[src/rtl/oxe_pkg.sv]
// constants and types shared by the or-shift-jump execution unit
package oxe_pkg;
  // register byte offsets on the avalon slave
  localparam logic [7:0] OFS_CMD     = 8'h00;
  localparam logic [7:0] OFS_ACC     = 8'h04;
  localparam logic [7:0] OFS_FLAGS   = 8'h08;
  localparam logic [7:0] OFS_PC      = 8'h0C;
  localparam logic [7:0] OFS_LATCH   = 8'h10;
  localparam logic [7:0] OFS_RF_IDX  = 8'h14;
  localparam logic [7:0] OFS_RF_DATA = 8'h18;

  // command word fields
  localparam int CMD_OPD_LSB  = 0;
  localparam int CMD_OPD_W    = 11;
  localparam int CMD_DEST_BIT = 15;
  localparam int CMD_OP_LSB   = 16;
  localparam int CMD_OP_W     = 3;

  // flags register fields
  localparam int FLG_CARRY = 0;
  localparam int FLG_ZERO  = 1;
  localparam int FLG_BUSY  = 2;

  // widths and field positions of the datapath
  localparam int DATA_W     = 8;
  localparam int IDX_W      = 7;
  localparam int PC_W       = 15;
  localparam int PC_LOW_W   = 11;
  localparam int LATCH_W    = 7;
  localparam int LATCH_JLSB = 3;
  localparam int LATCH_JMSB = 6;

  // reset values
  localparam logic [DATA_W-1:0]  ACC_RST   = 8'h00;
  localparam logic [PC_W-1:0]    PC_RST    = 15'h0000;
  localparam logic [LATCH_W-1:0] LATCH_RST = 7'h00;

  // destination bit encodings
  localparam logic DEST_ACC = 1'b0;
  localparam logic DEST_REG = 1'b1;

  typedef enum logic [CMD_OP_W-1:0] {
    OP_JUMP = 3'h0,
    OP_ORL  = 3'h1,
    OP_INC  = 3'h2,
    OP_ORW  = 3'h3,
    OP_SHL  = 3'h4,
    OP_SHR  = 3'h5
  } oxe_op_t;

  typedef enum logic [0:0] {
    ST_IDLE     = 1'b0,
    ST_JUMP_TWO = 1'b1
  } oxe_state_t;
endpackage

[src/rtl/oxe_exec.sv]
// execution unit for jump, or, increment and logical shifts behind an avalon slave
//
// The Avalon-MM register port and the address map were decided locally.
`timescale 1ns/1ps

// Operation
// - jump loads 11-bit operand into pc low bits
// - pc bits 14:11 come from latch 6:3
// - jump takes two cycles, flags untouched
// - or literal into accumulator, zero only
// - increment register, destination bit picks target
// - or accumulator with register, zero only
// - left shift: bit7 to carry, zero in
// - right shift: bit0 to carry, zero in
// - shift result to accumulator or register
module oxe_exec
  import oxe_pkg::*;
#(
  parameter int RF_DEPTH = 128
) (
  // clock and reset
  input  wire logic        core_clk_i,
  input  wire logic        rst_i,
  // avalon-mm slave
  input  wire logic [7:0]  address_i,
  input  wire logic        read_i,
  input  wire logic        write_i,
  input  wire logic [3:0]  byteenable_i,
  input  wire logic [31:0] writedata_i,
  output logic      [31:0] readdata_o,
  output logic             waitrequest_o
);

  // the index field addresses exactly this many entries
  if (RF_DEPTH != (1 << IDX_W)) begin : g_depth_chk
    $error("RF_DEPTH must equal 2**IDX_W");
  end

  logic [DATA_W-1:0]  rf_mem [RF_DEPTH];
  logic [DATA_W-1:0]  acc_ff;
  logic [PC_W-1:0]    pc_ff;
  logic [LATCH_W-1:0] latch_ff;
  logic [IDX_W-1:0]   rf_idx_ff;
  logic               carry_ff;
  logic               zero_ff;
  logic               ack_ff;
  logic [31:0]        rdata_ff;
  oxe_state_t         state_ff;

  // bus decode
  wire        req       = read_i | write_i;
  wire        busy      = (state_ff == ST_JUMP_TWO);
  // every access waits one cycle; any access also waits out a jump in flight
  wire        take      = req & ack_ff & ~busy;
  wire        wr_take   = take & write_i;
  wire        full_word = (byteenable_i == 4'hF);
  wire        sel_cmd   = (address_i == OFS_CMD);
  wire        sel_acc   = (address_i == OFS_ACC);
  wire        sel_flags = (address_i == OFS_FLAGS);
  wire        sel_pc    = (address_i == OFS_PC);
  wire        sel_latch = (address_i == OFS_LATCH);
  wire        sel_idx   = (address_i == OFS_RF_IDX);
  wire        sel_data  = (address_i == OFS_RF_DATA);
  wire        issue     = wr_take & sel_cmd & full_word;
  wire        wr_acc    = wr_take & sel_acc & byteenable_i[0];
  wire        wr_latch  = wr_take & sel_latch & byteenable_i[0];
  wire        wr_idx    = wr_take & sel_idx & byteenable_i[0];
  wire        wr_data   = wr_take & sel_data & byteenable_i[0];

  // command fields
  wire [CMD_OP_W-1:0]  cmd_op   = writedata_i[CMD_OP_LSB +: CMD_OP_W];
  wire                 cmd_dest = writedata_i[CMD_DEST_BIT];
  wire [CMD_OPD_W-1:0] cmd_opd  = writedata_i[CMD_OPD_LSB +: CMD_OPD_W];
  wire [IDX_W-1:0]     cmd_idx  = cmd_opd[IDX_W-1:0];
  wire [DATA_W-1:0]    cmd_lit  = cmd_opd[DATA_W-1:0];
  wire [DATA_W-1:0]    operand  = rf_mem[cmd_idx];

  // datapath
  logic [DATA_W-1:0] result;
  logic              res_valid;
  logic              res_to_reg;
  logic              carry_upd;
  logic              nxt_carry;
  logic              is_jump;

  always_comb begin
    result     = '0;
    res_valid  = 1'b0;
    res_to_reg = 1'b0;
    carry_upd  = 1'b0;
    nxt_carry  = carry_ff;
    is_jump    = 1'b0;
    unique case (cmd_op)
      OP_JUMP: begin
        is_jump = 1'b1;
      end
      OP_ORL: begin
        result    = acc_ff | cmd_lit;
        res_valid = 1'b1;
      end
      OP_INC: begin
        result     = operand + 8'h01;
        res_valid  = 1'b1;
        res_to_reg = (cmd_dest == DEST_REG);
      end
      OP_ORW: begin
        result     = acc_ff | operand;
        res_valid  = 1'b1;
        res_to_reg = (cmd_dest == DEST_REG);
      end
      OP_SHL: begin
        result     = {operand[DATA_W-2:0], 1'b0};
        nxt_carry  = operand[DATA_W-1];
        carry_upd  = 1'b1;
        res_valid  = 1'b1;
        res_to_reg = (cmd_dest == DEST_REG);
      end
      OP_SHR: begin
        result     = {1'b0, operand[DATA_W-1:1]};
        nxt_carry  = operand[0];
        carry_upd  = 1'b1;
        res_valid  = 1'b1;
        res_to_reg = (cmd_dest == DEST_REG);
      end
      // undefined opcodes are dropped without side effects
      default: begin
        res_valid = 1'b0;
      end
    endcase
  end

  wire              do_exec  = issue & res_valid;
  wire              do_jump  = issue & is_jump;
  wire              nxt_zero = (result == '0);
  wire [PC_W-1:0]   nxt_pc   = {latch_ff[LATCH_JMSB:LATCH_JLSB], cmd_opd};
  wire              acc_load = (do_exec & ~res_to_reg) | wr_acc;
  wire [DATA_W-1:0] nxt_acc  = wr_acc ? writedata_i[DATA_W-1:0] : result;

  // read mux, unmapped offsets read as zero
  wire [31:0] flags_word = {29'h0, busy, zero_ff, carry_ff};
  wire [31:0] rd_mux =
      sel_acc   ? {24'h0, acc_ff} :
      sel_flags ? flags_word :
      sel_pc    ? {17'h0, pc_ff} :
      sel_latch ? {25'h0, latch_ff} :
      sel_idx   ? {25'h0, rf_idx_ff} :
      sel_data  ? {24'h0, rf_mem[rf_idx_ff]} :
      32'h0;

  assign waitrequest_o = req & ~take;
  assign readdata_o    = rdata_ff;

  // handshake and read data
  always_ff @(posedge core_clk_i or posedge rst_i) begin
    if (rst_i) begin
      ack_ff   <= 1'b0;
      rdata_ff <= 32'h0;
    end else begin
      // no ack during the jump's second cycle, else that cycle is invisible on the bus
      ack_ff   <= req & ~take & ~busy;
      rdata_ff <= rd_mux;
    end
  end

  // jump occupies a second cycle before the next access is taken
  always_ff @(posedge core_clk_i or posedge rst_i) begin
    if (rst_i) begin
      state_ff <= ST_IDLE;
    end else begin
      unique case (state_ff)
        ST_IDLE:     state_ff <= do_jump ? ST_JUMP_TWO : ST_IDLE;
        ST_JUMP_TWO: state_ff <= ST_IDLE;
      endcase
    end
  end

  always_ff @(posedge core_clk_i or posedge rst_i) begin
    if (rst_i) begin
      pc_ff <= PC_RST;
    end else if (do_jump) begin
      pc_ff <= nxt_pc;
    end
  end

  always_ff @(posedge core_clk_i or posedge rst_i) begin
    if (rst_i) begin
      acc_ff <= ACC_RST;
    end else if (acc_load) begin
      acc_ff <= nxt_acc;
    end
  end

  // flags change only on executed alu ops, never on a jump
  always_ff @(posedge core_clk_i or posedge rst_i) begin
    if (rst_i) begin
      carry_ff <= 1'b0;
      zero_ff  <= 1'b0;
    end else if (do_exec) begin
      zero_ff <= nxt_zero;
      if (carry_upd) begin
        carry_ff <= nxt_carry;
      end
    end
  end

  always_ff @(posedge core_clk_i or posedge rst_i) begin
    if (rst_i) begin
      latch_ff  <= LATCH_RST;
      rf_idx_ff <= '0;
    end else begin
      if (wr_latch) begin
        latch_ff <= writedata_i[LATCH_W-1:0];
      end
      if (wr_idx) begin
        rf_idx_ff <= writedata_i[IDX_W-1:0];
      end
    end
  end

  // register file has no reset, as real file registers power up undefined
  always_ff @(posedge core_clk_i) begin
    if (do_exec & res_to_reg) begin
      rf_mem[cmd_idx] <= result;
    end else if (wr_data) begin
      rf_mem[rf_idx_ff] <= writedata_i[DATA_W-1:0];
    end
  end

endmodule

[config.mk]
export PLATFORM = sky130hd
export DESIGN_NAME = oxe_exec
export DESIGN_NICKNAME = d
export VERILOG_FILES = /design/src/rtl/oxe_pkg.sv /design/src/rtl/oxe_exec.sv
export SDC_FILE = /design/constraint.sdc
export NUM_CORES = 1
export LEC_CHECK = 0
export BUFFER_PORTS_ARGS = -buffer_cell sky130_fd_sc_hd__buf_2
export CAP_MARGIN = 20
export CORE_AREA = 2 2 298 300
export DETAILED_ROUTE_END_ITERATION = 12
export DIE_AREA = 0 0 300 302
export GPL_ROUTABILITY_DRIVEN = 1
export PLACE_DENSITY = 0.78
export SLEW_MARGIN = 10
export SYNTH_ARGS = -nofsm -noshare
export SYNTH_HDL_FRONTEND = slang
export SYNTH_SLANG_ARGS = --single-unit
[constraint.sdc]
create_clock -name core_clk_i -period 8.19 [get_ports core_clk_i]
set_input_delay 0 -clock core_clk_i [delete_from_list [all_inputs] [get_ports core_clk_i]]
set_output_delay 0 -clock core_clk_i [all_outputs]
set_load 0.02 [all_outputs]
Yosys cells after proc, flatten, opt, wreduce, memory -nomap -nowiden
Memories as Yosys holds them, arrays and structs flattened.
Index checks and enable logic that the tools add are counted.
{"block": "totals", "register_bits": 56, "ramBits": 1024, "out_inout_bits": 33, "word_cells": 81, "n_memories": 1}
{"memory": "rf_mem", "depth": 128, "word_bits": 8, "rd": 2, "rd_clocked_by_memory_dff": 0, "wr": 1, "line": "oxe_exec.sv:39", "rtl": "logic [DATA_W-1:0] rf_mem [RF_DEPTH];"}
{"block": "classes", "addsub": 1, "n_eq_ne": 12, "n_mux": 23, "bitwise": 26, "reduce_logical": 9}
{"cell": "2-to-1 mux 15 bit", "n": 3}
{"cell": "2-to-1 mux 8 bit", "n": 5}
{"cell": "case mux 8 bit (5 select lines)", "n": 1}
{"cell": "equality test 8 x 5 -> 1 bit, second input constant", "n": 3}
{"cell": "bitwise AND 1 bit", "n": 19}
{"cell": "equality test 8 x 4 -> 1 bit, second input constant", "n": 2}
{"cell": "zero test 8 bit", "n": 2}
{"cell": "bitwise OR 8 bit", "n": 2}
{"cell": "2-to-1 mux 1 bit", "n": 11}
{"cell": "adder 8 x 1 -> 8 bit, second input constant", "n": 1}
{"cell": "equality test 8 x 3 -> 1 bit, second input constant", "n": 1}
{"cell": "OR reduction 8 bit", "n": 1}
{"cell": "2-to-1 mux 7 bit", "n": 1}
{"cell": "equality test 3 x 2 -> 1 bit, second input constant", "n": 2}
{"cell": "equality test 3 bit, second input constant", "n": 2}
{"cell": "OR reduction 5 bit", "n": 1}
{"cell": "equality test 4 bit, second input constant", "n": 1}
{"cell": "case mux 1 bit (2 select lines)", "n": 2}
{"cell": "OR reduction 4 bit", "n": 1}
{"cell": "equality test 3 x 1 -> 1 bit, second input constant", "n": 1}
{"cell": "zero test 3 bit", "n": 1}
{"cell": "inverter 1 bit", "n": 3}
{"cell": "AND reduction 3 bit", "n": 1}
{"cell": "bitwise OR 1 bit", "n": 2}
{"cell": "2 further kinds", "n": 2}

Depth between registers and ports, before layout
{"block": "depth", "ltp_word": 12, "mapped_depth": 21}

Worst setup path after synthesis
No wires, ideal clock.
{"block": "synth_path", "path_kind": "input to register", "start": "input writedata_i[1]", "end": "memory rf_mem[0][4], data pin", "setup_ps": 892, "t_arrival_ps": 6558, "t_required_ps": 7298, "path_slack_ps": 740, "stages": 18, "path_buffers": 7, "cell_sequence": "buf_6 -> buf_6 -> buf_12 -> buf_12 -> buf_12 -> buf_8 -> buf_6 -> mux2i_1 -> a2111oi_0 -> nand3_1 -> or3_1 -> o211ai_2 -> ha_1 -> inv_1 -> or3_1 -> xnor2_1 -> o221a_2 -> a21oi_1"}
{"block": "synth_between", "elab_chain_len": 4}
{"element": "start: declaration", "line": "oxe_exec.sv:29", "rtl": "input wire logic [31:0] writedata_i,"}
{"element": "memory (128 x 8 bit) *"}
{"element": "adder 8 x 1 -> 8 bit / bitwise OR 8 bit (equally long branches)", "line": "oxe_exec.sv:102, oxe_exec.sv:107"}
{"element": "case mux 8 bit (5 select lines) *", "line": "oxe_exec.sv:93", "rtl": "unique case (cmd_op)"}
{"element": "2-to-1 mux 8 bit (no line) *"}
{"element": "end: declaration", "line": "oxe_exec.sv:39"}
Every way passes the cells marked *; elsewhere a longest branch is shown, timed or not.

Worst setup path after layout
{"block": "layout_path", "start": "input address_i[0]", "end": "memory rf_mem[6][6], enable pin"}
{"block": "layout_between", "elab_chain_len": 9}
{"element": "start: declaration", "line": "oxe_exec.sv:25", "rtl": "input wire logic [7:0] address_i,"}
{"element": "zero test 8 bit", "line": "oxe_exec.sv:57", "rtl": "wire sel_cmd = (address_i == OFS_CMD);"}
{"element": "bitwise AND 1 bit (2 in series)", "line": "oxe_exec.sv:64", "rtl": "wire issue = wr_take & sel_cmd & full_word;"}
{"element": "bitwise AND 1 bit", "line": "oxe_exec.sv:132", "rtl": "wire do_exec = issue & res_valid;"}
{"element": "bitwise AND 1 bit", "line": "oxe_exec.sv:222", "rtl": "if (do_exec & res_to_reg) begin"}
{"element": "2-to-1 mux 1 bit", "line": "oxe_exec.sv:222"}
{"element": "2-to-1 mux 1 bit (implied by the code)", "line": "oxe_exec.sv:225", "rtl": "rf_mem[rf_idx_ff] <= writedata_i[DATA_W-1:0];"}
{"element": "OR reduction 8 bit (no line)"}
{"element": "2-to-1 mux 7 bit (no line) / 2-to-1 mux 1 bit (equally long branches)"}
Parallel ways exist; a longest one is shown, timed or not.

==> flow_summary_export.csv <==
group,metric,value,unit
floorplanning,die_height,302,um
power,sequential_cell_fraction_of_total_power,51.1,%
global_routing,globalRouteTotalUtil,35.1,%
clocking,cts_repair_resize_count,0,
clocking,cts.clk_slew.worst_paths,60,ps
floorplanning,core.rowCount,109,
min_path,hold_path_startpoint,"write_i",
place,io_buffer_count,46,
timing,fin_crit,5710,ps
min_path,min_path_type,"input pin to flip-flop",
timing,unrepaired_setup_endpoints_after_global_routing,"no",
worst_setup_path,worst_path_max_delay_cell,"sky130_fd_sc_hd__nor2_1",
clocking,numCtsBuffers,107,
worst_setup_path,critical_path.max_stage_delay,1300,ps
synth,count_leader_synth,"sky130_fd_sc_hd__edfxtp_1",
synth,synthTopCellsByArea,"sky130_fd_sc_hd__edfxtp_1 59%, sky130_fd_sc_hd__mux4_2 21%, sky130_fd_sc_hd__dfrtp_1 2.7%, sky130_fd_sc_hd__mux2i_1 2.2%, sky130_fd_sc_hd__nor2_1 1.4%",
power,p_comb_share,7.2,%
routing,ant_nets,0,
power,power.switching,2.78,mW
timing,final.setup.tns,0,ps
synth,synth_largest_area_cell,"sky130_fd_sc_hd__edfxtp_1",
synth,ys_seq_area_share,61.9,%
synth,yosys_top_cell_area_share,59.2,%
routing,drt-total-wl,157000,um
place,dp_hpwl,99200,um
place,gp_congestion,0.942,
worst_setup_path,setup.worst_path.end_class,"flip-flop",
power,static-leakage-power,17.9,nW
synth,synthesis.area,52000,um^2
timing,slew_viol_final,0,
worst_setup_path,timing_worst_setup_path_type,"input pin to flip-flop",
clocking,ctsRootBufferMaster,"sky130_fd_sc_hd__clkbuf_16",
global_routing,gr-usage-met1,47.3,%
worst_setup_path,required,8490,ps
timing,max-slew-margin-rel,16.7,%
clocking,cts_sinks,1080,
synth,yosys_warnings,0,
global_routing,grt_pass1_wl,223000,um
power,powerDensity,212,nW/um^2
synth,synthesized_netlist_cell_count,2807,
timing,worst_margin_slew,1240,ps
routing,routedWlPerCell,37.9,um
clocking,cts-root-to-sink-buffers,3,
worst_setup_path,timing.critical_path.fanout_max,13,
layout,finalCoreUtilization,65.2,%
global_routing,global_route.peak_usage_layer,"met2",
worst_setup_path,timing.critical_path.cells,"dlygate4sd3_1, buf_2, or4_1, dlygate4sd3_1, or3_1, nor2_1, nand2_1, o21ai_1, nand3_1, nor2_1",
worst_setup_path,startpoint_type,"input pin",
synth,postSynthAreaPerCell,18.5,um^2
floorplanning,top_level_ports,81,
timing,hold_slack,25.1,ps
synth,distinct_cell_type_count_after_synthesis,83,
floorplanning,start_util,59.4,%
timing,hold_violations,0,
clocking,cts-hold-fix-buffers,27,
timing,finalSetupViolCount,0,
power,clockPowerShare,41.7,%
worst_setup_path,worstPathArrival,6010,ps
outcome,outcome,"finished, final reports clean",
power,power.internal,9.35,mW
layout,layout-drive-gt1-share,30.3,%
routing,route.detailed.vias_per_inst,7.70,
power,sw_frac_of_total,22.9,%
global_routing,groute.layer.met3.usage,11.2,%
global_routing,grt-ovfl-total,0,
clocking,cts_htree_levels,3,
synth,yosys_reg_bits,1080,
synth,synth.cells.most_frequent,"1024 x sky130_fd_sc_hd__edfxtp_1, 495 x sky130_fd_sc_hd__mux4_2, 198 x sky130_fd_sc_hd__nor2_1",
routing,post-route-drc-count,0,
global_routing,fraction_of_met2_tracks_used_by_global_routing,52.8,%
global_routing,initial_antenna_violation_count,9,
clocking,tritoncts_clock_tree,"done",
layout,num-nets-final,2919,
routing,num_vias,31838,
power,power.ir.vdd_worst,0.000151,V
timing,timing.clock.skew,32.2,ps
floorplanning,die_width,300,um
routing,detailedRoute.firstPassIterationCount,6,
timing,max_clock_freq,175,MHz
global_routing,maximum_number_of_pins_on_one_net_before_global_route_repair,129,
floorplanning,fp.coreArea,87600,um^2
clocking,clock_insertion_delay_worst_skew,710,ps
worst_setup_path,reg2reg_from,"rf_idx_ff[0]$_DFFE_PP0P_",
synth,number_of_enable_type_register_cells_in_the_synthesized_netlist,1024,
synth,synth-main-ff-cell,"sky130_fd_sc_hd__edfxtp_1",
floorplanning,dieArea,90600,um^2
worst_setup_path,crit_path_start,"address_i[0]",
flow_run,drv_cap,0,
synth,ys_async_sr_fraction,5.19,%
clocking,postCtsSetupRepairBufs,0,
layout,synthToLayoutAreaGrowth,9.83,%
timing,final_critical_path_share_of_the_clock_period,69.7,%
routing,initialDrtViolationCount,5879,
global_routing,grt_pass1_vias,30949,
-- state kept, by name (all words and copies together) (netlist names) --
register,flops
acc_ff,8
ack_ff,1
busy,1
carry_ff,1
latch_ff,7
pc_ff,15
readdata_o,15
rf_idx_ff,7
rf_mem,1024
zero_ff,1
-- metrics by stage --
stage | setup slack [ps] | power (mW) | instances | area (um^2)
floorplan | 740 | 6.89 | 2823 | 52000
global placement | 2430 | 7.11 | 3863 | 52900
detailed placement | 2360 | 7.14 | 3879 | 53000
CTS | 2810 | 12.1 | 4108 | 56900
global route | 2560 | 12.4 | 4128 | 57100
finish | 2480 | 12.1 | 4133 | 57100
-- critical path: cells and delay by family --
kind	cells	cell delay (ps)
compound gates	1	980
buf+inv	3	1230
simple gates	6	3780
-- area by class of cell --
class,instances,area [um^2]
diodes,5,12.5
flip-flops and latches,1080,32200
clock inverters,77,779
clock buffers,125,2810
fillers,5677,30500
well taps,1165,1460
inverters,16,60.1
multi-input cells,1499,18400
repair buffers,166,1380
-- layer usage --
metal  wire (um)  up-vias
met2       71800     3135
met3       24300      566
met1       52100    16143
met4        8650        4
met5          27        -
li1            -    11990
-- power by group through the flow --
| stage | sequential, mW | clock (mW) | combinational [mW] |
|---|---|---|---|
| final | 6.20 | 5.06 | 0.872 |
| after global routing | 6.19 | 5.26 | 0.903 |
| after CTS | 6.20 | 5.05 | 0.839 |
| after detailed placement | 6.31 | 0 | 0.827 |
| after global placement | 6.31 | 0 | 0.796 |
| after floorplan | 6.35 | 0 | 0.542 |
-- cell usage in the layout, fill, tap and decap left out, drive strengths merged, types with 17 or more instances in the layout --
| master | Yosys | final |
|---|---|---|
| a211oi | 33 | 33 |
| dlygate4sd3 | 0 | 27 |
| clkbuf | 89 | 125 |
| mux4 | 526 | 526 |
| clkinv | 0 | 50 |
| edfxtp | 1024 | 1024 |
| mux2 | 57 | 57 |
| o22ai | 26 | 26 |
| inv | 16 | 19 |
| conb | 1 | 17 |
| dfrtp | 56 | 56 |
| and2 | 18 | 18 |
| a21oi | 39 | 39 |
| buf | 139 | 139 |
| nand3 | 28 | 28 |
| nor2b | 35 | 35 |
| o21ai | 62 | 62 |
| nand2 | 83 | 83 |
| nand2b | 23 | 23 |
| mux2i | 112 | 112 |
| a22oi | 34 | 34 |
| nor2 | 198 | 198 |
-- cells by family after synthesis --
family	Yosys count	share of synthesized area (%)
DFF	1080	61.9
muxes	695	26.4
adders and majority gates	1	0.0241
other	1	0.00722
buffers and inverters	244	3.04
xor gates and xnor gates	4	0.0674
and+or+nand+nor	480	4.50
AOI/OAI and AO/OA	302	4.10
-- path summary, 6_finish.rpt --
check | to | slack [ps] | cells past startpoint
max | rf_mem[6][6]$_DFFE_PP_ | 2480 | 10
min | latch_ff[1]$_DFFE_PP0P_ | 30 | 4
max reg2reg | readdata_o[2]$_DFF_PP0_ | 2710 | 11
min reg2reg | ack_ff$_DFF_PP0_ | 420 | 1
max in group asynchronous | rf_idx_ff[2]$_DFFE_PP0P_ | 6950 | 5
min in group asynchronous | pc_ff[8]$_DFFE_PP0P_ | 320 | 4
Power figures use the tool's default switching activity.
